===== config.mk =====
export PLATFORM = sky130hd
export DESIGN_NAME = spcc_top
export DESIGN_NICKNAME = d
export VERILOG_FILES = /design/src/design/spcc_pkg.sv /design/src/design/spcc_top.sv /design/src/design/spcc_tap_track.sv /design/src/design/spcc_fifo.sv
export SDC_FILE = /design/constraint.sdc
export NUM_CORES = 1
export LEC_CHECK = 0
export BUFFER_PORTS_ARGS = -buffer_cell sky130_fd_sc_hd__buf_2
export CORE_MARGIN = 3
export CORE_UTILIZATION = 58
export DETAILED_ROUTE_END_ITERATION = 12
export PLACE_DENSITY = 0.83
export SLEW_MARGIN = 20
export SYNTH_ARGS = -nofsm -noshare
export SYNTH_HDL_FRONTEND = slang
export SYNTH_SLANG_ARGS = --single-unit

===== constraint.sdc =====
create_clock -name MCLK_I -period 2.5 [get_ports MCLK_I]
set_input_delay 0.375 -clock MCLK_I [delete_from_list [all_inputs] [get_ports MCLK_I]]
set_output_delay 0.375 -clock MCLK_I [all_outputs]
set_load 0.01 [all_outputs]

===== src/design/spcc_pkg.sv =====
package spcc_pkg;

  localparam int          ADDR_W       = 10;
  localparam int          FIFO_DEPTH   = 2;
  localparam logic [9:0]  ADDR_RESTART = 10'h000;
  localparam logic [9:0]  ADDR_DROP    = 10'h3FE;
  localparam logic [9:0]  ADDR_SYNC    = 10'h3FF;
  localparam logic [3:0]  ADDR_LAST    = 4'h9;
  localparam logic [3:0]  ACK_LAST     = 4'h9;
  localparam logic        RST_DOWNSTREAM_MODE_SELECT     = 1'b1;
  localparam logic        RST_LINK_N   = 1'b1;

  typedef enum logic [3:0] {
    TAP_TLR, TAP_RTI, TAP_SDR, TAP_CDR, TAP_SHDR, TAP_E1DR, TAP_PDR,
    TAP_E2DR, TAP_UDR, TAP_SIR, TAP_CIR, TAP_SHIR, TAP_E1IR, TAP_PIR,
    TAP_E2IR, TAP_UIR
  } spcc_tap_t;

  typedef enum logic [2:0] {
    CS_OFF, CS_ON, CS_RESET, CS_MCAST, CS_ACK
  } spcc_conn_t;

  typedef enum logic [0:0] {RX_IDLE, RX_ADDR} spcc_rx_t;

  typedef struct packed {
    logic tck;
    logic tdi;
    logic tms;
    logic trst_n;
    logic sdi;
    logic byp_n;
  } spcc_pins_t;

  typedef struct packed {
    logic downstream_test_clock;
    logic downstream_data_out;
    logic downstream_data_out_oe;
    logic upstream_data_out;
    logic upstream_data_out_oe;
    logic downstream_mode_select;
    logic link_n;
  } spcc_drive_t;

endpackage


===== src/design/spcc_top.sv =====
`timescale 1ns/1ps
// Connect-status control of a multidrop addressable scan port.
module spcc_top
  import spcc_pkg::*;
(
  input  wire logic              MCLK_I,
  input  wire logic              RSTN_I,
  input  wire logic              UPSTREAM_TEST_CLOCK_I,
  input  wire logic              UPSTREAM_DATA_IN_I,
  input  wire logic              UPSTREAM_MODE_SELECT_I,
  input  wire logic              UPSTREAM_TEST_RESET_N_I,
  input  wire logic              DOWNSTREAM_DATA_IN_I,
  input  wire logic              FORCE_THROUGH_N_I,
  input  wire logic [ADDR_W-1:0] BOARD_ADDRESS_PINS_I,
  output logic                   UPSTREAM_DATA_OUT_O,
  output logic                   UPSTREAM_DATA_OUT_OE_O,
  output logic                   DOWNSTREAM_DATA_OUT_O,
  output logic                   DOWNSTREAM_DATA_OUT_OE_O,
  output logic                   DOWNSTREAM_MODE_SELECT_O,
  output logic                   DOWNSTREAM_TEST_CLOCK_O,
  output logic                   DOWNSTREAM_TEST_RESET_N_O,
  output logic                   LINK_ACTIVE_N_O
);

  spcc_pins_t        pin_raw;
  spcc_pins_t        pin_s1_ff;
  spcc_pins_t        pin_s2_ff;
  logic [ADDR_W-1:0] addr_s1_ff;
  logic [ADDR_W-1:0] addr_s2_ff;
  logic              tck_d_ff;
  logic              rise;
  logic              fall;
  logic              byp_low;
  logic              trst_low;
  logic              rx_hold;
  spcc_tap_t         ptap;
  spcc_tap_t         stap;
  logic              accept;
  logic              both_pause;
  spcc_rx_t          rx_st_ff;
  logic [3:0]        rx_cnt_ff;
  logic [ADDR_W-1:0] rx_sh_ff;
  logic              rx_tms_ff;
  logic [ADDR_W-1:0] rx_word;
  logic              push_valid;
  logic              push_ready;
  logic              pop_valid;
  logic              pop_ready;
  logic [ADDR_W-1:0] pop_word;
  logic              pop;
  logic              hard_err;
  spcc_conn_t        status_ff;
  logic [3:0]        ack_cnt_ff;
  logic [ADDR_W-1:0] ack_sh_ff;
  logic              ack_tms_ff;
  logic              ack_done;
  spcc_drive_t       drv_ff;

  assign pin_raw = '{tck:    UPSTREAM_TEST_CLOCK_I,
                     tdi:    UPSTREAM_DATA_IN_I,
                     tms:    UPSTREAM_MODE_SELECT_I,
                     trst_n: UPSTREAM_TEST_RESET_N_I,
                     sdi:    DOWNSTREAM_DATA_IN_I,
                     byp_n:  FORCE_THROUGH_N_I};

  // Every pin crosses two flops before any decision reads it.
  always_ff @(posedge MCLK_I or negedge RSTN_I) begin
    if (!RSTN_I) begin
      pin_s1_ff  <= '{tck: 1'b0, tdi: 1'b1, tms: 1'b1, trst_n: 1'b0,
                      sdi: 1'b1, byp_n: 1'b1};
      pin_s2_ff  <= '{tck: 1'b0, tdi: 1'b1, tms: 1'b1, trst_n: 1'b0,
                      sdi: 1'b1, byp_n: 1'b1};
      addr_s1_ff <= '0;
      addr_s2_ff <= '0;
    end else begin
      pin_s1_ff  <= pin_raw;
      pin_s2_ff  <= pin_s1_ff;
      addr_s1_ff <= BOARD_ADDRESS_PINS_I;
      addr_s2_ff <= addr_s1_ff;
    end
  end

  always_ff @(posedge MCLK_I or negedge RSTN_I) begin
    if (!RSTN_I) begin
      tck_d_ff <= 1'b0;
    end else begin
      tck_d_ff <= pin_s2_ff.tck;
    end
  end

  assign rise     = pin_s2_ff.tck & ~tck_d_ff;
  assign fall     = ~pin_s2_ff.tck & tck_d_ff;
  assign byp_low  = ~pin_s2_ff.byp_n;
  assign trst_low = ~pin_s2_ff.trst_n;
  assign rx_hold  = byp_low | trst_low;

  // Test reset is a plain wire from pin to pin.
  assign DOWNSTREAM_TEST_RESET_N_O = UPSTREAM_TEST_RESET_N_I;

  spcc_tap_track u_ptap (
    .clk_i   (MCLK_I),
    .rst_n_i (RSTN_I),
    .clr_i   (trst_low),
    .adv_i   (rise),
    .tms_i   (pin_s2_ff.tms),
    .state_o (ptap)
  );

  // The secondary chain sees the mode select this block drives.
  spcc_tap_track u_stap (
    .clk_i   (MCLK_I),
    .rst_n_i (RSTN_I),
    .clr_i   (trst_low),
    .adv_i   (rise),
    .tms_i   (drv_ff.downstream_mode_select),
    .state_o (stap)
  );

  assign accept = (ptap == TAP_TLR) || (ptap == TAP_RTI) ||
                  (ptap == TAP_PDR) || (ptap == TAP_PIR);
  assign both_pause = ((ptap == TAP_PDR) || (ptap == TAP_PIR)) &&
                      ((stap == TAP_PDR) || (stap == TAP_PIR));

  // Receiver: start bit low, then ten address bits, first bit lowest.
  assign rx_word    = {pin_s2_ff.tdi, rx_sh_ff[ADDR_W-1:1]};
  assign push_valid = rise && !rx_hold && (rx_st_ff == RX_ADDR) &&
                      (rx_cnt_ff == ADDR_LAST) &&
                      (pin_s2_ff.tms == rx_tms_ff);

  always_ff @(posedge MCLK_I or negedge RSTN_I) begin
    if (!RSTN_I) begin
      rx_st_ff  <= RX_IDLE;
      rx_cnt_ff <= '0;
      rx_sh_ff  <= '0;
      rx_tms_ff <= 1'b0;
    end else if (rx_hold) begin
      rx_st_ff  <= RX_IDLE;
      rx_cnt_ff <= '0;
    end else if (rise) begin
      case (rx_st_ff)
        RX_IDLE: begin
          if (accept && !pin_s2_ff.tdi && push_ready &&
              status_ff != CS_ACK) begin
            rx_st_ff  <= RX_ADDR;
            rx_cnt_ff <= '0;
            rx_tms_ff <= pin_s2_ff.tms;
          end
        end
        RX_ADDR: begin
          if (pin_s2_ff.tms != rx_tms_ff) begin
            rx_st_ff <= RX_IDLE;
          end else begin
            rx_sh_ff  <= rx_word;
            rx_cnt_ff <= rx_cnt_ff + 1'b1;
            if (rx_cnt_ff == ADDR_LAST) begin
              rx_st_ff <= RX_IDLE;
            end
          end
        end
        default: rx_st_ff <= RX_IDLE;
      endcase
    end
  end

  spcc_fifo #(
    .W     (ADDR_W),
    .DEPTH (FIFO_DEPTH)
  ) u_fifo (
    .clk_i       (MCLK_I),
    .rst_n_i     (RSTN_I),
    .flush_i     (rx_hold),
    .in_valid_i  (push_valid),
    .in_ready_o  (push_ready),
    .in_data_i   (rx_word),
    .out_valid_o (pop_valid),
    .out_ready_i (pop_ready),
    .out_data_o  (pop_word)
  );

  assign pop_ready = !rx_hold && (status_ff != CS_ACK);
  assign pop       = pop_valid && pop_ready;
  assign hard_err  = rise && !rx_hold &&
                     (((rx_st_ff == RX_ADDR) &&
                       (pin_s2_ff.tms != rx_tms_ff)) ||
                      ((status_ff == CS_ACK) &&
                       (pin_s2_ff.tms != ack_tms_ff)));
  assign ack_done  = fall && !rx_hold && (status_ff == CS_ACK) &&
                     (ack_cnt_ff == ACK_LAST);

  // Status survives bypass untouched unless test reset is low, so release restores it.
  always_ff @(posedge MCLK_I or negedge RSTN_I) begin
    if (!RSTN_I) begin
      status_ff <= CS_OFF;
    end else if (trst_low) begin
      status_ff <= CS_OFF;
    end else if (hard_err) begin
      status_ff <= CS_OFF;
    end else if (pop) begin
      if (pop_word == ADDR_RESTART) begin
        status_ff <= CS_RESET;
      end else if (pop_word == ADDR_DROP) begin
        status_ff <= CS_OFF;
      end else if (pop_word == ADDR_SYNC) begin
        status_ff <= both_pause ? CS_MCAST : CS_OFF;
      end else if (pop_word == addr_s2_ff) begin
        status_ff <= CS_ACK;
      end else begin
        status_ff <= CS_OFF;
      end
    end else if (ack_done) begin
      status_ff <= CS_ON;
    end
  end

  // Acknowledge returns the board address on falling clock edges.
  always_ff @(posedge MCLK_I or negedge RSTN_I) begin
    if (!RSTN_I) begin
      ack_cnt_ff <= '0;
      ack_sh_ff  <= '0;
      ack_tms_ff <= 1'b0;
    end else if (pop) begin
      ack_cnt_ff <= '0;
      ack_sh_ff  <= addr_s2_ff;
      ack_tms_ff <= pin_s2_ff.tms;
    end else if (fall && !rx_hold && status_ff == CS_ACK) begin
      ack_cnt_ff <= ack_cnt_ff + 1'b1;
      ack_sh_ff  <= {1'b0, ack_sh_ff[ADDR_W-1:1]};
    end
  end

  always_ff @(posedge MCLK_I or negedge RSTN_I) begin
    if (!RSTN_I) begin
      drv_ff <= '{downstream_test_clock: 1'b0, downstream_data_out: 1'b0, downstream_data_out_oe: 1'b0, upstream_data_out: 1'b0,
                  upstream_data_out_oe: 1'b0, downstream_mode_select: RST_DOWNSTREAM_MODE_SELECT, link_n: RST_LINK_N};
    end else begin
      drv_ff.downstream_test_clock <= pin_s2_ff.tck;
      if (byp_low) begin
        drv_ff.downstream_data_out    <= pin_s2_ff.tdi;
        drv_ff.downstream_data_out_oe <= 1'b1;
        drv_ff.upstream_data_out    <= pin_s2_ff.sdi;
        drv_ff.upstream_data_out_oe <= 1'b1;
        drv_ff.downstream_mode_select    <= trst_low ? 1'b1 : pin_s2_ff.tms;
        drv_ff.link_n  <= 1'b0;
      end else if (trst_low) begin
        drv_ff.downstream_data_out_oe <= 1'b0;
        drv_ff.upstream_data_out_oe <= 1'b0;
        drv_ff.downstream_mode_select    <= 1'b1;
        drv_ff.link_n  <= 1'b1;
      end else begin
        case (status_ff)
          CS_ON: begin
            drv_ff.downstream_data_out    <= pin_s2_ff.tdi;
            drv_ff.downstream_data_out_oe <= 1'b1;
            drv_ff.upstream_data_out    <= pin_s2_ff.sdi;
            drv_ff.upstream_data_out_oe <= 1'b1;
            drv_ff.downstream_mode_select    <= pin_s2_ff.tms;
            drv_ff.link_n  <= 1'b0;
          end
          CS_MCAST: begin
            drv_ff.downstream_data_out    <= pin_s2_ff.tdi;
            drv_ff.downstream_data_out_oe <= 1'b1;
            drv_ff.upstream_data_out_oe <= 1'b0;
            drv_ff.downstream_mode_select    <= pin_s2_ff.tms;
            drv_ff.link_n  <= 1'b0;
          end
          CS_RESET: begin
            drv_ff.downstream_data_out_oe <= 1'b0;
            drv_ff.upstream_data_out_oe <= 1'b0;
            drv_ff.downstream_mode_select    <= 1'b1;
            drv_ff.link_n  <= 1'b1;
          end
          CS_ACK: begin
            drv_ff.upstream_data_out    <= ack_sh_ff[0];
            drv_ff.upstream_data_out_oe <= 1'b1;
            drv_ff.downstream_data_out_oe <= 1'b0;
            drv_ff.link_n  <= 1'b1;
          end
          default: begin
            drv_ff.downstream_data_out_oe <= 1'b0;
            drv_ff.upstream_data_out_oe <= 1'b0;
            drv_ff.link_n  <= 1'b1;
          end
        endcase
      end
    end
  end

  assign UPSTREAM_DATA_OUT_O      = drv_ff.upstream_data_out;
  assign UPSTREAM_DATA_OUT_OE_O   = drv_ff.upstream_data_out_oe;
  assign DOWNSTREAM_DATA_OUT_O    = drv_ff.downstream_data_out;
  assign DOWNSTREAM_DATA_OUT_OE_O = drv_ff.downstream_data_out_oe;
  assign DOWNSTREAM_MODE_SELECT_O = drv_ff.downstream_mode_select;
  assign DOWNSTREAM_TEST_CLOCK_O  = drv_ff.downstream_test_clock;
  assign LINK_ACTIVE_N_O          = drv_ff.link_n;
endmodule


===== src/design/spcc_tap_track.sv =====
`timescale 1ns/1ps
// Follows a TAP controller state from the mode select seen at each rise.
module spcc_tap_track
  import spcc_pkg::*;
(
  input  wire logic      clk_i,
  input  wire logic      rst_n_i,
  input  wire logic      clr_i,
  input  wire logic      adv_i,
  input  wire logic      tms_i,
  output spcc_tap_t      state_o
);

  spcc_tap_t state_ff;
  spcc_tap_t nxt_state;

  always_comb begin
    case (state_ff)
      TAP_TLR:  nxt_state = tms_i ? TAP_TLR  : TAP_RTI;
      TAP_RTI:  nxt_state = tms_i ? TAP_SDR  : TAP_RTI;
      TAP_SDR:  nxt_state = tms_i ? TAP_SIR  : TAP_CDR;
      TAP_CDR:  nxt_state = tms_i ? TAP_E1DR : TAP_SHDR;
      TAP_SHDR: nxt_state = tms_i ? TAP_E1DR : TAP_SHDR;
      TAP_E1DR: nxt_state = tms_i ? TAP_UDR  : TAP_PDR;
      TAP_PDR:  nxt_state = tms_i ? TAP_E2DR : TAP_PDR;
      TAP_E2DR: nxt_state = tms_i ? TAP_UDR  : TAP_SHDR;
      TAP_UDR:  nxt_state = tms_i ? TAP_SDR  : TAP_RTI;
      TAP_SIR:  nxt_state = tms_i ? TAP_TLR  : TAP_CIR;
      TAP_CIR:  nxt_state = tms_i ? TAP_E1IR : TAP_SHIR;
      TAP_SHIR: nxt_state = tms_i ? TAP_E1IR : TAP_SHIR;
      TAP_E1IR: nxt_state = tms_i ? TAP_UIR  : TAP_PIR;
      TAP_PIR:  nxt_state = tms_i ? TAP_E2IR : TAP_PIR;
      TAP_E2IR: nxt_state = tms_i ? TAP_UIR  : TAP_SHIR;
      TAP_UIR:  nxt_state = tms_i ? TAP_SDR  : TAP_RTI;
      default:  nxt_state = TAP_TLR;
    endcase
  end

  always_ff @(posedge clk_i or negedge rst_n_i) begin
    if (!rst_n_i) begin
      state_ff <= TAP_TLR;
    end else if (clr_i) begin
      state_ff <= TAP_TLR;
    end else if (adv_i) begin
      state_ff <= nxt_state;
    end
  end

  assign state_o = state_ff;

endmodule


===== src/design/spcc_fifo.sv =====
`timescale 1ns/1ps
// Small word buffer; a full buffer drops in_ready so no word is lost.
module spcc_fifo
  import spcc_pkg::*;
#(
  parameter int W     = ADDR_W,
  parameter int DEPTH = FIFO_DEPTH
)
(
  input  wire logic         clk_i,
  input  wire logic         rst_n_i,
  input  wire logic         flush_i,
  input  wire logic         in_valid_i,
  output logic              in_ready_o,
  input  wire logic [W-1:0] in_data_i,
  output logic              out_valid_o,
  input  wire logic         out_ready_i,
  output logic [W-1:0]      out_data_o
);

  localparam int IW = (DEPTH > 1) ? $clog2(DEPTH) : 1;
  localparam int CW = $clog2(DEPTH + 1);

  logic [W-1:0]  mem_ff [DEPTH];
  logic [IW-1:0] wr_idx_ff;
  logic [IW-1:0] rd_idx_ff;
  logic [CW-1:0] cnt_ff;
  logic          push;
  logic          pop;

  assign in_ready_o  = (cnt_ff != CW'(DEPTH));
  assign out_valid_o = (cnt_ff != '0);
  assign out_data_o  = mem_ff[rd_idx_ff];
  assign push        = in_valid_i & in_ready_o & ~flush_i;
  assign pop         = out_valid_o & out_ready_i & ~flush_i;

  for (genvar g = 0; g < DEPTH; g++) begin : g_entry
    always_ff @(posedge clk_i or negedge rst_n_i) begin
      if (!rst_n_i) begin
        mem_ff[g] <= '0;
      end else if (push && wr_idx_ff == IW'(g)) begin
        mem_ff[g] <= in_data_i;
      end
    end
  end

  always_ff @(posedge clk_i or negedge rst_n_i) begin
    if (!rst_n_i) begin
      wr_idx_ff <= '0;
      rd_idx_ff <= '0;
      cnt_ff    <= '0;
    end else if (flush_i) begin
      wr_idx_ff <= '0;
      rd_idx_ff <= '0;
      cnt_ff    <= '0;
    end else begin
      if (push) begin
        wr_idx_ff <= (wr_idx_ff == IW'(DEPTH - 1)) ? '0 : wr_idx_ff + 1'b1;
      end
      if (pop) begin
        rd_idx_ff <= (rd_idx_ff == IW'(DEPTH - 1)) ? '0 : rd_idx_ff + 1'b1;
      end
      if (push && !pop) begin
        cnt_ff <= cnt_ff + 1'b1;
      end else if (pop && !push) begin
        cnt_ff <= cnt_ff - 1'b1;
      end
    end
  end

endmodule


After elaboration in Yosys (flattened, before gate mapping)
Cells that the tools add are included.
- flip-flop bits (word level): 105
- latch bits: 0
- RAM bits: 0
- bits in read-only memories: 0
- input bits: 18
- output and inout port bits: 8
- logic and storage cells: 241
- memories kept: 0
- add/subtract/negate cells: 6
- multiply operators: 0
- divide/modulo/power cells: 0
- $lt $le $gt $ge: 1
- equal/unequal tests: 52
- shift operators: 0
- mux-type cells: 78
- bitwise gates (word level): 16
- reduce and logical (&&, ||, !) cells: 52
- operator list (cell ; count):
    one-hot mux 4 bit (12 select lines) ; 2
    == test 4 bit, second input constant ; 18
    2-to-1 mux 4 bit ; 18
    2-to-1 mux 10 bit ; 5
    2-to-1 mux 3 bit ; 13
    == test 4 x 3 -> 1 bit, second input constant ; 8
    2-to-1 mux 1 bit ; 25
    == test 10 bit, second input constant ; 2
    logical AND 1 bit ; 20
    2-to-1 mux 2 bit ; 10
    == test 4 x 2 -> 1 bit, second input constant ; 4
    OR reduction 2 bit ; 6
    == test 10 bit ; 1
    zero test 10 bit ; 1
    nonzero test 2 bit ; 5
    != test 3 bit, second input constant ; 3
    adder 4 x 1 -> 4 bit, second input constant ; 2
    == test 4 x 1 -> 1 bit, second input constant ; 2
    zero test 4 bit ; 2
    NOT 1 bit ; 8
    one-hot mux 4 bit (2 select lines) ; 1
    AND reduction 4 bit ; 2
    AND 1 bit ; 6
    == test 3 x 2 -> 1 bit, second input constant ; 2
    other kinds (23) ; 39

Logic depth before layout (Yosys ltp)
Gate-level depths: netlist of the first run.
- depth in word-level cells: 14
- depth in mapped cells: 8
- mapped depth without buffers: 6

Hierarchy
From an unflattened synthesis of the first run, not the netlist that was laid out.
- cells, all modules: 411
- area, all modules: 4789.6 um^2
- by module, submodules not included (module ; instances ; cells an instance ; area each (um^2) ; sequential area each (um^2)):
    spcc_top ; 1 ; 242 ; 2919.0 ; 1814.2
    spcc_fifo ; 1 ; 77 ; 1089.8 ; 600.6
    spcc_tap_track ; 2 ; 46 ; 390.4 ; 100.1

Least setup slack after synthesis of the first run
Ideal clock, no wire load.
- kind: reg-to-reg
- start: register pin_s2_ff[0] (netlist name)
- end: register u_fifo.mem_ff[10] (netlist name)
- setup time: 0.125 ns
- arrival: 1.775 ns
- required time: 2.375 ns
- path slack: 0.601 ns
- cell stages (with the launch flop): 7
- buffers on the path: 1
- cells stage by stage: dfstp_2 -> clkbuf_2 -> nand3_2 -> nor3_4 -> nand3_4 -> nor2_4 -> mux2_2
- longest elaborated chain between the ends: 10
- elaborated cells on any way between the ends: 11
- ends and longest elaborated chain (what ; line ; RTL):
    start: declaration ; spcc_top.sv:27 ; spcc_pins_t pin_s2_ff;
    start signal: assignment ; spcc_top.sv:71 ; pin_s2_ff <= '{tck: 1'b0, tdi: 1'b1, tms: 1'b1, trst_n: 1'b0,
    start signal: assignment ; spcc_top.sv:77 ; pin_s2_ff <= pin_s1_ff;
    NOT 1 bit (*) ; spcc_top.sv:93 ; assign byp_low = ~pin_s2_ff.byp_n;
    OR 1 bit (*) ; spcc_top.sv:95 ; assign rx_hold = byp_low | trst_low;
    zero test 1 bit ; spcc_top.sv:126 ; assign push_valid = rise && !rx_hold && (rx_st_ff == RX_ADDR) &&
    logical AND 1 bit (3 in a row) ; spcc_top.sv:126 ;
    logical AND 1 bit ; spcc_top.sv:127 ; (rx_cnt_ff == ADDR_LAST) &&
    AND 1 bit ; spcc_fifo.sv:34 ; assign push = in_valid_i & in_ready_o & ~flush_i;
    AND 1 bit (*) ; spcc_fifo.sv:34 ;
    logical AND 1 bit (*) ; spcc_fifo.sv:41 ; end else if (push && wr_idx_ff == IW'(g)) begin
    end signal: indexed assignment ; spcc_fifo.sv:42 ; mem_ff[g] <= in_data_i;
    end: declaration ; spcc_fifo.sv:24 ; logic [W-1:0] mem_ff [DEPTH];
Mark *: on every way between the ends. The rest lies on a longest branch, timed or not.
A chain may end at the register's enable or synchronous reset.

Worst setup path in the final report of the first run
- start: register pin_s2_ff[3] (netlist name)
- end: register u_fifo.mem_ff[15] (netlist name)
- longest elaborated chain between the ends: 5
- ends and longest elaborated chain (what ; line ; RTL):
    == test 1 bit ; spcc_top.sv:128 ; (pin_s2_ff.tms == rx_tms_ff);
    logical AND 1 bit ; spcc_top.sv:127 ;
    AND 1 bit (2 in a row) ; spcc_fifo.sv:34 ;
    logical AND 1 bit ; spcc_fifo.sv:41 ;
No other way between the ends.

==> summary.txt, run 1 <==
Run status
  • Status: finished, final reports clean

Critical path
  • Critical Path Max Stage Delay: 0.71 ns
  • CP max FO: 15
  • Worst R2R End: u_fifo.mem_ff[15]
  • Reg2reg start: pin_s2_ff[3]
  • Kind of critical path: reg -> reg
  • R2r worst-path depth: 5
  • CP max-delay cell: dfstp_2
  • Crit path depth: 5
  • Critical path buffers and inverters: 0
  • Required time of the worst setup path: 2.74 ns
  • Reg2reg setup slack: 0.39 ns
  • WP data arrival: 2.35 ns
  • Worst path cell trace: xor2_1, nor3_4, nand3_4, nor2_4, mux2_2
  • Delay-heaviest family, CP: flip-flops
  • Crit path capture type: register
  • CP Launch Type: register

Worst hold path
  • Hold Path End: pin_s1_ff[1]
  • Hold_sp: DOWNSTREAM_DATA_IN_I
  • Min-Delay Path Class: in -> reg
  • Worst hold stages: 1

Floorplanning
  • IO Pins: 26
  • Core area: 7890 um2
  • Die height: 96.9 um
  • Initial Util: 60.8%
  • Cell Rows: 32
  • Die W: 96.9 um
  • Full die area: 9390 um2

Cells and area
  • Share of layout cells above drive strength 1: 23.2%
  • Area Growth Syn to Fin: 8.20%
  • Final core occ: 65.8%
  • Final net count: 457
  • Antenna fix cells: 0
  • Area of the multi-input gates: 2010 um2
  • Filler Cell Count: 598
  • Reg area: approximately 2600 um2

Clocking
  • Post-CTS Setup Bufs: 0
  • TritonCTS buffer count: 9
  • H-tree depth: 3
  • Post-CTS sizing: 0
  • Clk_lat worst skew: 0.36 ns
  • TritonCTS clock tree: done
  • CTS clk-pin slew, worst paths: about 0.1 ns
  • Root Driver: clkbuf_8
  • Clock tree buffer depth: 2
  • TritonCTS Sinks: 104

Power
  • Leakage power: 2.28 nW
  • VDD IR-drop max: 443 uV
  • Pwr Total: 2.94 mW
  • PwrDens: 566 nW/um2

Timing
  • Tmin final: 2.11 ns
  • Final setup viols: 0
  • RSZ-0062 raised after global routing: no
  • Worst-Margin Slew: 0.739 ns
  • Slew Viols, Final: 0
  • Setup TNS: 0 ns
  • Slew headroom: 50.7%
  • Clock skew: 0.0104 ns
  • Fmax: about 470 MHz
  • Tcrit/Tclk final: between 80 and 90%
  • Final Hold Viols: 0

Drt
  • Via density: 5.98
  • Vias: 3243
  • DR pass1 iterations: 5
  • Per-cell routed wire length: 16.8 um
  • DRC: 0
  • Antenna Nets Post-Route: 0
  • Routed Wire Length: 9090 um
  • Initial DRC count: between 200 and 250

Synth
  • Synth warnings: 0
  • Ys flop type: dfrtp_1
  • Post-synth EDFFs: 0
  • Syn Inst Count: around 420
  • Net Count, Synth: 439
  • Area of the mapped netlist: 4790 um2
  • Seq cells post-synth: 104
  • Share of flip-flops with an asynchronous set or reset: 100%
  • Seq/Total Area, Yosys: a little over half
  • Number of library cell types mapped by synthesis: 66
  • Average cell area after synthesis: 11.5 um2

GRT
  • GRT Overall Usage: 20.5%
  • Total gr overflow: 0
  • Largest net degree at the start of global routing: 57
  • Initial antenna violation count: 0
  • First-pass GRT wire length: roughly 16000 um
  • Vias in the first global route: 3299

Place
  • Port Buffer Count: 25
  • DP Wirelength: between 6000 and 7000 um
  • Final Wtd Congestion: approximately 0.82

Flow run
  • Number of max-cap violations: 0
## cell type report
cell class / instances / area share [%]
well taps: 102 / 2.46
multi-input cells: 275 / 38.7
repair buffers: 33 / 3.91
clock buffers: 10 / 2.65
clock inverters: 6 / 1.01
flip-flops and latches: 104 / 50.4
inverters: 12 / 0.869
## per-layer routing
| layer | vias to the layer above | share of wire [%] | global-route usage (%) |
|---|---|---|---|
| met2 | 103 | 51 | 33.9 |
| met3 | 17 | 4.5 | 4.61 |
| li1 | 1524 | - | - |
| met4 | 0 | 2.2 | 7.99 |
| met5 | - | 0 | 0 |
| met1 | 1599 | 42 | 26.4 |
## registers in the layout (all words and copies together) (netlist names), 2 cells and up
register / count
pin_s1_ff: 6
addr_s2_ff: 10
ack_sh_ff: 10
pin_s2_ff: 6
u_fifo.mem_ff: 20
rx_cnt_ff: 4
ack_cnt_ff: 4
u_ptap.state_o: 4
u_fifo.cnt_ff: 2
u_stap.state_o: 4
addr_s1_ff: 10
status_ff: 3
rx_sh_ff: 9
## power breakdown
group / leakage [nW] / internal, mW / switching [mW] / total (mW)
Sequential: 1.35 / 1.73 / 0.0462 / 1.78
Combinational: 0.833 / 0.0663 / 0.0985 / 0.165
Clock: 0.0963 / 0.406 / 0.590 / 0.996
## how the worst max path moves through the flow
stage	startpoint	end	slack, ns
4_1_cts	pin_s2_ff[3]	u_fifo.mem_ff[15]	0.39
2_1_floorplan	pin_s2_ff[0]	u_fifo.mem_ff[10]	0.60
6_report	pin_s2_ff[3]	u_fifo.mem_ff[15]	0.39
5_1_grt	pin_s2_ff[3]	u_fifo.mem_ff[15]	0.27
3_3_place_gp	pin_s2_ff[3]	u_fifo.mem_ff[13]	0.51
3_5_place_dp	pin_s2_ff[3]	u_fifo.mem_ff[18]	0.40
## what timing repair did
item / in CTS / in global routing
hold endpoints to repair: 19 / 0
setup endpoints to repair: 0 / 0
hold buffers: 1 / 0
## cells by family (layout without fill, tap and decap cells)
group,Yosys count,count (layout),share of synthesized area [%]
and+or+nand+nor,119,119,14.6
DFF,104,104,54.6
AOI/OAI and AO/OA,80,80,10.7
muxes,53,53,11.9
buffers and inverters,38,61,3.71
xor gates and xnor gates,19,19,3.47
adders and majority gates,4,4,1.04
## cells in the mapped netlist (all sizes together) (6+ instances only)
cell / instances / share of area, %
dfrtp: 94 / 49
mux2: 33 / 7.8
nand2: 30 / 2.4
o21ai: 26 / 2.7
nor2: 23 / 2.3
mux2i: 20 / 4.2
a21oi: 14 / 1.5
nand3: 14 / 1.8
buf: 13 / 1.7
clkbuf: 13 / 1.1
xnor2: 13 / 2.4
inv: 12 / 0.94
dfstp: 10 / 5.5
nor3: 9 / 1.3
a31oi: 6 / 0.78
and3: 6 / 0.78
nand3b: 6 / 0.94
nor4: 6 / 0.91
xor2: 6 / 1.1
## metrics by stage
| step | cells | setup slack (ns) | hold WS [ns] | area, um2 |
|---|---|---|---|---|
| floorplan | 417 | 0.601 | 0.0794 | 4790 |
| global placement | 525 | 0.507 | 0.290 | 4990 |
| detailed placement | 525 | 0.400 | 0.296 | 4990 |
| CTS | 542 | 0.385 | 0.0890 | 5190 |
| global route | 542 | 0.273 | 0.0778 | 5190 |
| finish | 542 | 0.390 | 0.0997 | 5190 |
## layout by cell type, fill, tap and decap left out, drive strengths merged, types with 13 or more instances in the layout
master	instances
a21oi	14
buf	32
dfrtp	94
inv	14
mux2	33
mux2i	20
nand2	30
nand3	14
nor2	23
o21ai	26
xnor2	13
No activity file was read; power rests on OpenSTA's default activity.
==> inputs of run 2 (changes only) <==
==> constraint.sdc (replaced) <==
create_clock -name MCLK_I -period 2.1 [get_ports MCLK_I]
set_input_delay 0.315 -clock MCLK_I [delete_from_list [all_inputs] [get_ports MCLK_I]]
set_output_delay 0.315 -clock MCLK_I [all_outputs]
set_load 0.01 [all_outputs]
==> summary.txt, run 2 (synthesis results as in run 1) <==
Cells and area
  • Final net count: 468 (+2.4%)
  • Area of the multi-input gates: 2010 um2 (unchanged)
  • Filler Cell Count: 567 (-5.2%)
  • Top reg by flops: u_fifo.mem_ff
  • Commonest cells after routing, fill and taps aside: 94 x dfrtp_1, 29 x nand2_1, 29 x mux2_2
  • Share of layout cells above drive strength 1: 24.8% (+1.7 points)
  • Reg area: 2620 um2 (unchanged)
  • Commonest non-fill, non-tap cell in the layout: dfrtp_1
  • Max reg flops: 20 (unchanged)
  • Area Growth Syn to Fin: 10.0%
  • Antenna fix cells: 0 (unchanged)

Timing
  • Final setup viols: 0 (unchanged)
  • Tcrit/Tclk final: 93.5% (+9.1 points)
  • Slew Viols, Final: 0 (unchanged)
  • RSZ-0062 raised after global routing: no
  • Final Hold Viols: 0 (unchanged)
  • Setup TNS: 0 ns (unchanged)
  • Clock skew: 0.0113 ns (+0.000921 ns)
  • Fmax: 509 MHz (+7.5%)
  • Slew headroom: 60.7% (+9.9 points)
  • Tmin final: 1.96 ns (-0.147 ns)
  • Worst-Margin Slew: 0.590 ns (-0.149 ns)

Clocking
  • CTS clk-pin slew, worst paths: 0.10 ns (about the same)
  • TritonCTS Sinks: 104 (unchanged)
  • Root Driver: clkbuf_8
  • Clock tree buffer depth: 2 (unchanged)
  • Clk_lat worst skew: 0.37 ns (about the same)
  • TritonCTS clock tree: done
  • TritonCTS buffer count: 9 (unchanged)
  • H-tree depth: 3 (unchanged)
  • Post-CTS sizing: 0 (unchanged)

Floorplanning
  • Initial Util: 60.8% (unchanged)
  • Full die area: 9390 um2 (unchanged)
  • Cell Rows: 32 (unchanged)
  • Core area: 7890 um2 (unchanged)
  • Die height: 96.9 um (unchanged)
  • IO Pins: 26 (unchanged)
  • Die W: 96.9 um (unchanged)

Drt
  • Per-cell routed wire length: 16.9 um (+0.83%)
  • Routed Wire Length: 9360 um (+2.9%)
  • DRC: 0 (unchanged)
  • Initial DRC count: 168 (-25%)
  • Via density: 5.94 (-0.66%)
  • Antenna Nets Post-Route: 0 (unchanged)
  • DR pass1 iterations: 5 (unchanged)
  • Vias: 3287 (+1.4%)

Critical path
  • CP max FO: 10 (-5)
  • CP Launch Type: register
  • Reg2reg setup slack: 0.14 ns (-0.25 ns)
  • WP data arrival: 2.22 ns (-0.13 ns)
  • Worst R2R End: u_fifo.mem_ff[12]
  • Reg2reg start: pin_s2_ff[0]
  • Required time of the worst setup path: 2.36 ns (-0.38 ns)
  • Kind of critical path: reg -> reg
  • R2r worst-path depth: 5 (unchanged)
  • Crit path capture type: register

Run status
  • Status: finished, final reports clean

Worst hold path
  • Min-Delay Path Class: in -> reg
  • Worst hold stages: 1 (unchanged)
  • Hold_sp: DOWNSTREAM_DATA_IN_I
  • Hold Path End: pin_s1_ff[1]

GRT
  • Initial antenna violation count: 0 (unchanged)
  • Total gr overflow: 0 (unchanged)
  • First-pass GRT wire length: 15800 um (-0.35%)
  • GRT Overall Usage: 20.6% (+0.096 points)
  • Vias in the first global route: 3272 (-0.82%)
  • Largest net degree at the start of global routing: 46 (-19%)

Flow run
  • Number of max-cap violations: 0 (unchanged)

Power
  • Pwr Total: 3.49 mW (+19%)
  • PwrDens: 662 nW/um2 (+17%)
  • VDD IR-drop max: 646 uV (+46%)
  • Leakage power: 2.32 nW (+2.1%)

Place
  • Port Buffer Count: 25 (unchanged)
  • DP Wirelength: 6730 um (+6.3%)
  • Final Wtd Congestion: 0.815 (-0.54%)
run 2: metrics by stage:
stage / area [um2] / utilization, % / worst slack, ns / hold slack (ns) / instances
2_1_floorplan: 4790 / - / 0.201 / 0.0194 / 417
3_3_place_gp: 5080 / 64.4 / 0.206 / 0.332 / 536
3_5_place_dp: 5080 / 64.4 / 0.148 / 0.335 / 536
4_1_cts: 5280 / 66.9 / 0.141 / 0.0220 / 553
5_1_grt: 5280 / 66.9 / 0.0180 / 0.0153 / 553
6_report: 5280 / 66.9 / 0.137 / 0.0295 / 553
run 2: worst max-delay path by stage:
stage,startpoint,end,depth (start not counted)
after global placement,pin_s2_ff[0],u_fifo.mem_ff[14],5
after CTS,pin_s2_ff[0],u_fifo.mem_ff[16],5
final,pin_s2_ff[0],u_fifo.mem_ff[12],5
after floorplan,pin_s2_ff[0],u_fifo.mem_ff[10],6
after global routing,pin_s2_ff[0],u_fifo.mem_ff[16],5
after detailed placement,pin_s2_ff[0],u_fifo.mem_ff[10],5
run 2: cell type report:
cell class	instances	share of cell area, %
clock buffer	11	2.68
clock inverter	5	0.806
inverter	12	0.854
multi-input combinational	275	38.0
sequential	104	49.6
tap	102	2.42
timing repair buffer	44	5.65
run 2: worst max-delay path: stages (launching register included):
cell,delay (ns)
dfstp_2,0.62
nand3_2,0.15
nor3_4,0.26
nand3_4,0.16
nor2_4,0.29
mux2_2,0.38
run 2: routing by layer:
| layer | up-vias | GRT usage (%) | wire length (um) |
|---|---|---|---|
| met5 | - | 0 | 0 |
| met4 | 0 | 5.18 | 125 |
| met3 | 10 | 3.75 | 376 |
| met2 | 85 | 35.4 | 4900 |
| met1 | 1644 | 27.1 | 3960 |
| li1 | 1548 | - | - |
run 2: report_power, final:
part	leakage (nW)	switching, mW	internal (mW)
Combinational	0.893	0.129	0.0850
Sequential	1.35	0.0479	2.06
Clock	0.0837	0.696	0.475
Total	2.32	0.873	2.62
run 2: timing repair:
action / in CTS / in global routing
setup buffers: 0 / 0
endpoints found under the hold margin: 34 / 0
hold buffers: 1 / 0
==> inputs of run 3 (changes only) <==
==> constraint.sdc (replaced) <==
create_clock -name MCLK_I -period 2.1 [get_ports MCLK_I]
set_input_delay 0.21 -clock MCLK_I [delete_from_list [all_inputs] [get_ports MCLK_I]]
set_output_delay 0.21 -clock MCLK_I [all_outputs]
set_load 0.01 [all_outputs]
==> summary.txt, run 3 (synthesis results as in run 1) <==
Clocking
  • H-tree depth: 3 (unchanged)
  • Post-CTS Setup Bufs: 0 (unchanged)
  • CTS clk-pin slew, worst paths: 0.10 ns (about the same)
  • Root Driver: clkbuf_8
  • TritonCTS buffer count: 9 (unchanged)
  • TritonCTS Sinks: 104 (unchanged)
  • TritonCTS clock tree: done
  • Hold buffers post-CTS: 17 (+16)
  • Post-CTS sizing: 0 (unchanged)
  • Clock tree buffer depth: 2 (unchanged)
  • Clk_lat worst skew: 0.36 ns (about the same)

Critical path
  • CP max FO: 10 (unchanged)
  • Worst path cell trace: nand3_2, nor3_4, nand3_4, nor2_4, mux2_2
  • CP max-delay cell: dfstp_2
  • Delay-heaviest family, CP: simple AND/OR/NAND/NOR gates
  • Crit path capture type: register
  • Reg2reg start: pin_s2_ff[0]
  • WP data arrival: 2.24 ns (+0.02 ns)
  • Critical path buffers and inverters: 0 (unchanged)
  • Kind of critical path: reg -> reg
  • R2r worst-path depth: 5 (unchanged)
  • Worst R2R End: u_fifo.mem_ff[10]
  • CP Launch Type: register
  • Required time of the worst setup path: 2.35 ns (about the same)
  • Reg2reg setup slack: 0.11 ns (-0.02 ns)
  • Critical Path Max Stage Delay: 0.62 ns (about the same)

Floorplanning
  • Full die area: 9390 um2 (unchanged)
  • Initial Util: 60.8% (unchanged)
  • Core area: 7890 um2 (unchanged)
  • Die height: 96.9 um (unchanged)
  • IO Pins: 26 (unchanged)
  • Cell Rows: 32 (unchanged)
  • Die W: 96.9 um (unchanged)

GRT
  • First-pass GRT wire length: 16600 um (+4.9%)
  • GRT Overall Usage: 21.6% (+1.0 points)
  • Initial antenna violation count: 0 (unchanged)
  • M2 GR Usage: 37.3% (+1.9 points)
  • M3 GR Usage: 4.54% (+0.79 points)
  • Largest net degree at the start of global routing: 49 (+6.5%)
  • Met1 Resource Use GR: 27.0% (-0.18 points)
  • Top Usage Layer GRT: met2
  • Vias in the first global route: 3491 (+6.7%)
  • Total gr overflow: 0 (unchanged)

Cells and area
  • Area Growth Syn to Fin: 13.5%
  • Top reg by flops: u_fifo.mem_ff
  • Design area: 5440 um2 (+3.2%)
  • Final Instance Count excl. Fillers: 567 (+2.5%)
  • Share of layout cells above drive strength 1: 23.9% (-0.96 points)
  • Filler Cell Count: 559 (-1.4%)
  • Max reg flops: 20 (unchanged)
  • Final core occ: 69.0% (+2.1 points)
  • Commonest cells after routing, fill and taps aside: 94 x dfrtp_1, 29 x nand2_1, 29 x mux2_2
  • Antenna fix cells: 0 (unchanged)
  • Commonest non-fill, non-tap cell in the layout: dfrtp_1
  • Final net count: 482 (+3.0%)

Timing
  • Final setup viols: 0 (unchanged)
  • Slew Viols, Final: 0 (unchanged)
  • Tmin final: 1.99 ns (+0.0247 ns)
  • Tcrit/Tclk final: 94.7% (+1.2 points)
  • Fmax: 503 MHz (-1.2%)
  • Slew headroom: 69.6% (+8.9 points)
  • RSZ-0062 raised after global routing: no
  • Worst-Margin Slew: 0.452 ns (-0.139 ns)
  • Setup TNS: 0 ns (unchanged)
  • Final Hold Viols: 0 (unchanged)
  • Setup ws final: 0.112 ns (-0.0247 ns)
  • Clock skew: 0.0132 ns (+0.00194 ns)

Place
  • DP Cell Count: 534 (-0.37%)
  • Final Wtd Congestion: 0.817 (+0.28%)
  • Port Buffer Count: 25 (unchanged)
  • Placed cell area: 5070 um2 (-0.30%)
  • Post-Place Setup Slack: 0.133 ns (-0.0151 ns)
  • DP Wirelength: 6540 um (-2.7%)

Power
  • Psw: 0.852 mW (-2.4%)
  • Clock power share: 35.0% (+1.5 points)
  • Comb pwr share: 6.6% (+0.5 points)
  • PwrDens: 663 nW/um2 (about the same)
  • P_int: 2.75 mW (+5.1%)
  • Reg power frac: 58.4% (-2.0 points)
  • Sw Ratio: 23.6% (-1.4 points)
  • Leakage power: 2.40 nW (+3.3%)
  • VDD IR-drop max: 540 uV (-16%)

Drt
  • Antenna Nets Post-Route: 0 (unchanged)
  • Initial DRC count: 230 (+37%)
  • Routed Wire Length: 9590 um (+2.5%)
  • Via density: 5.87 (-1.3%)
  • DR pass1 iterations: 7 (+2)
  • Vias: 3326 (+1.2%)
  • Per-cell routed wire length: 16.9 um (about the same)
  • DRC: 0 (unchanged)

Worst hold path
  • Min-Delay Path Class: in -> async

Flow run
  • Number of max-cap violations: 0 (unchanged)

Run status
  • Status: finished, final reports clean
-- run 3: cell types whose count changed in the layout (fill, tap and decap cells not counted) --
| cell | change |
|---|---|
| clkinvlp_4 | -2 |
| clkinv_2 | +2 |
| bufinv_16 | +1 |
| clkbuf_1 | -1 |
| buf_4 | -2 |
| dlygate4sd3_1 | +16 |
-- run 3: how the worst max path moves through the flow --
stage,from,to,slack (ns),cells after the start
global route,pin_s2_ff[0],u_fifo.mem_ff[13],0.02,5
floorplan,pin_s2_ff[0],u_fifo.mem_ff[10],0.20,6
global placement,pin_s2_ff[0],u_fifo.mem_ff[13],0.21,5
detailed placement,pin_s2_ff[0],u_fifo.mem_ff[19],0.13,5
CTS,pin_s2_ff[0],u_fifo.mem_ff[10],0.11,5
finish,pin_s2_ff[0],u_fifo.mem_ff[10],0.11,5
-- run 3: cell type report --
| type | instances | area [um2] | share of cell area, % |
|---|---|---|---|
| Clock buffer | 10 | 138 | 2.53 |
| Clock inverter | 6 | 67.6 | 1.24 |
| Inverter | 12 | 45.0 | 0.828 |
| Multi-Input combinational cell | 275 | 2010 | 36.9 |
| Sequential cell | 104 | 2620 | 48.1 |
| Tap cell | 102 | 128 | 2.35 |
| Timing Repair Buffer | 58 | 443 | 8.14 |
-- run 3: layer usage --
layer | up-vias | share of wire (%)
met4 | 0 | 1.9
met5 | - | 0
li1 | 1572 | -
met2 | 89 | 53
met1 | 1649 | 41
met3 | 16 | 4.1
-- run 3: power groups by stage --
stage	clock network (mW)	registers [mW]	logic (mW)
2_1_floorplan	0	2.13	0.123
3_3_place_gp	0	2.14	0.205
3_5_place_dp	0	2.15	0.213
4_1_cts	1.29	2.11	0.238
5_1_grt	1.38	2.11	0.266
6_report	1.26	2.11	0.238
-- run 3: stage by stage --
stage                     power, mW  hold WS, ns
final                          3.61        0.321
after global routing           3.76        0.351
after CTS                      3.64        0.326
after detailed placement       2.36        0.192
after global placement         2.35        0.187
after floorplan                2.25      -0.0856
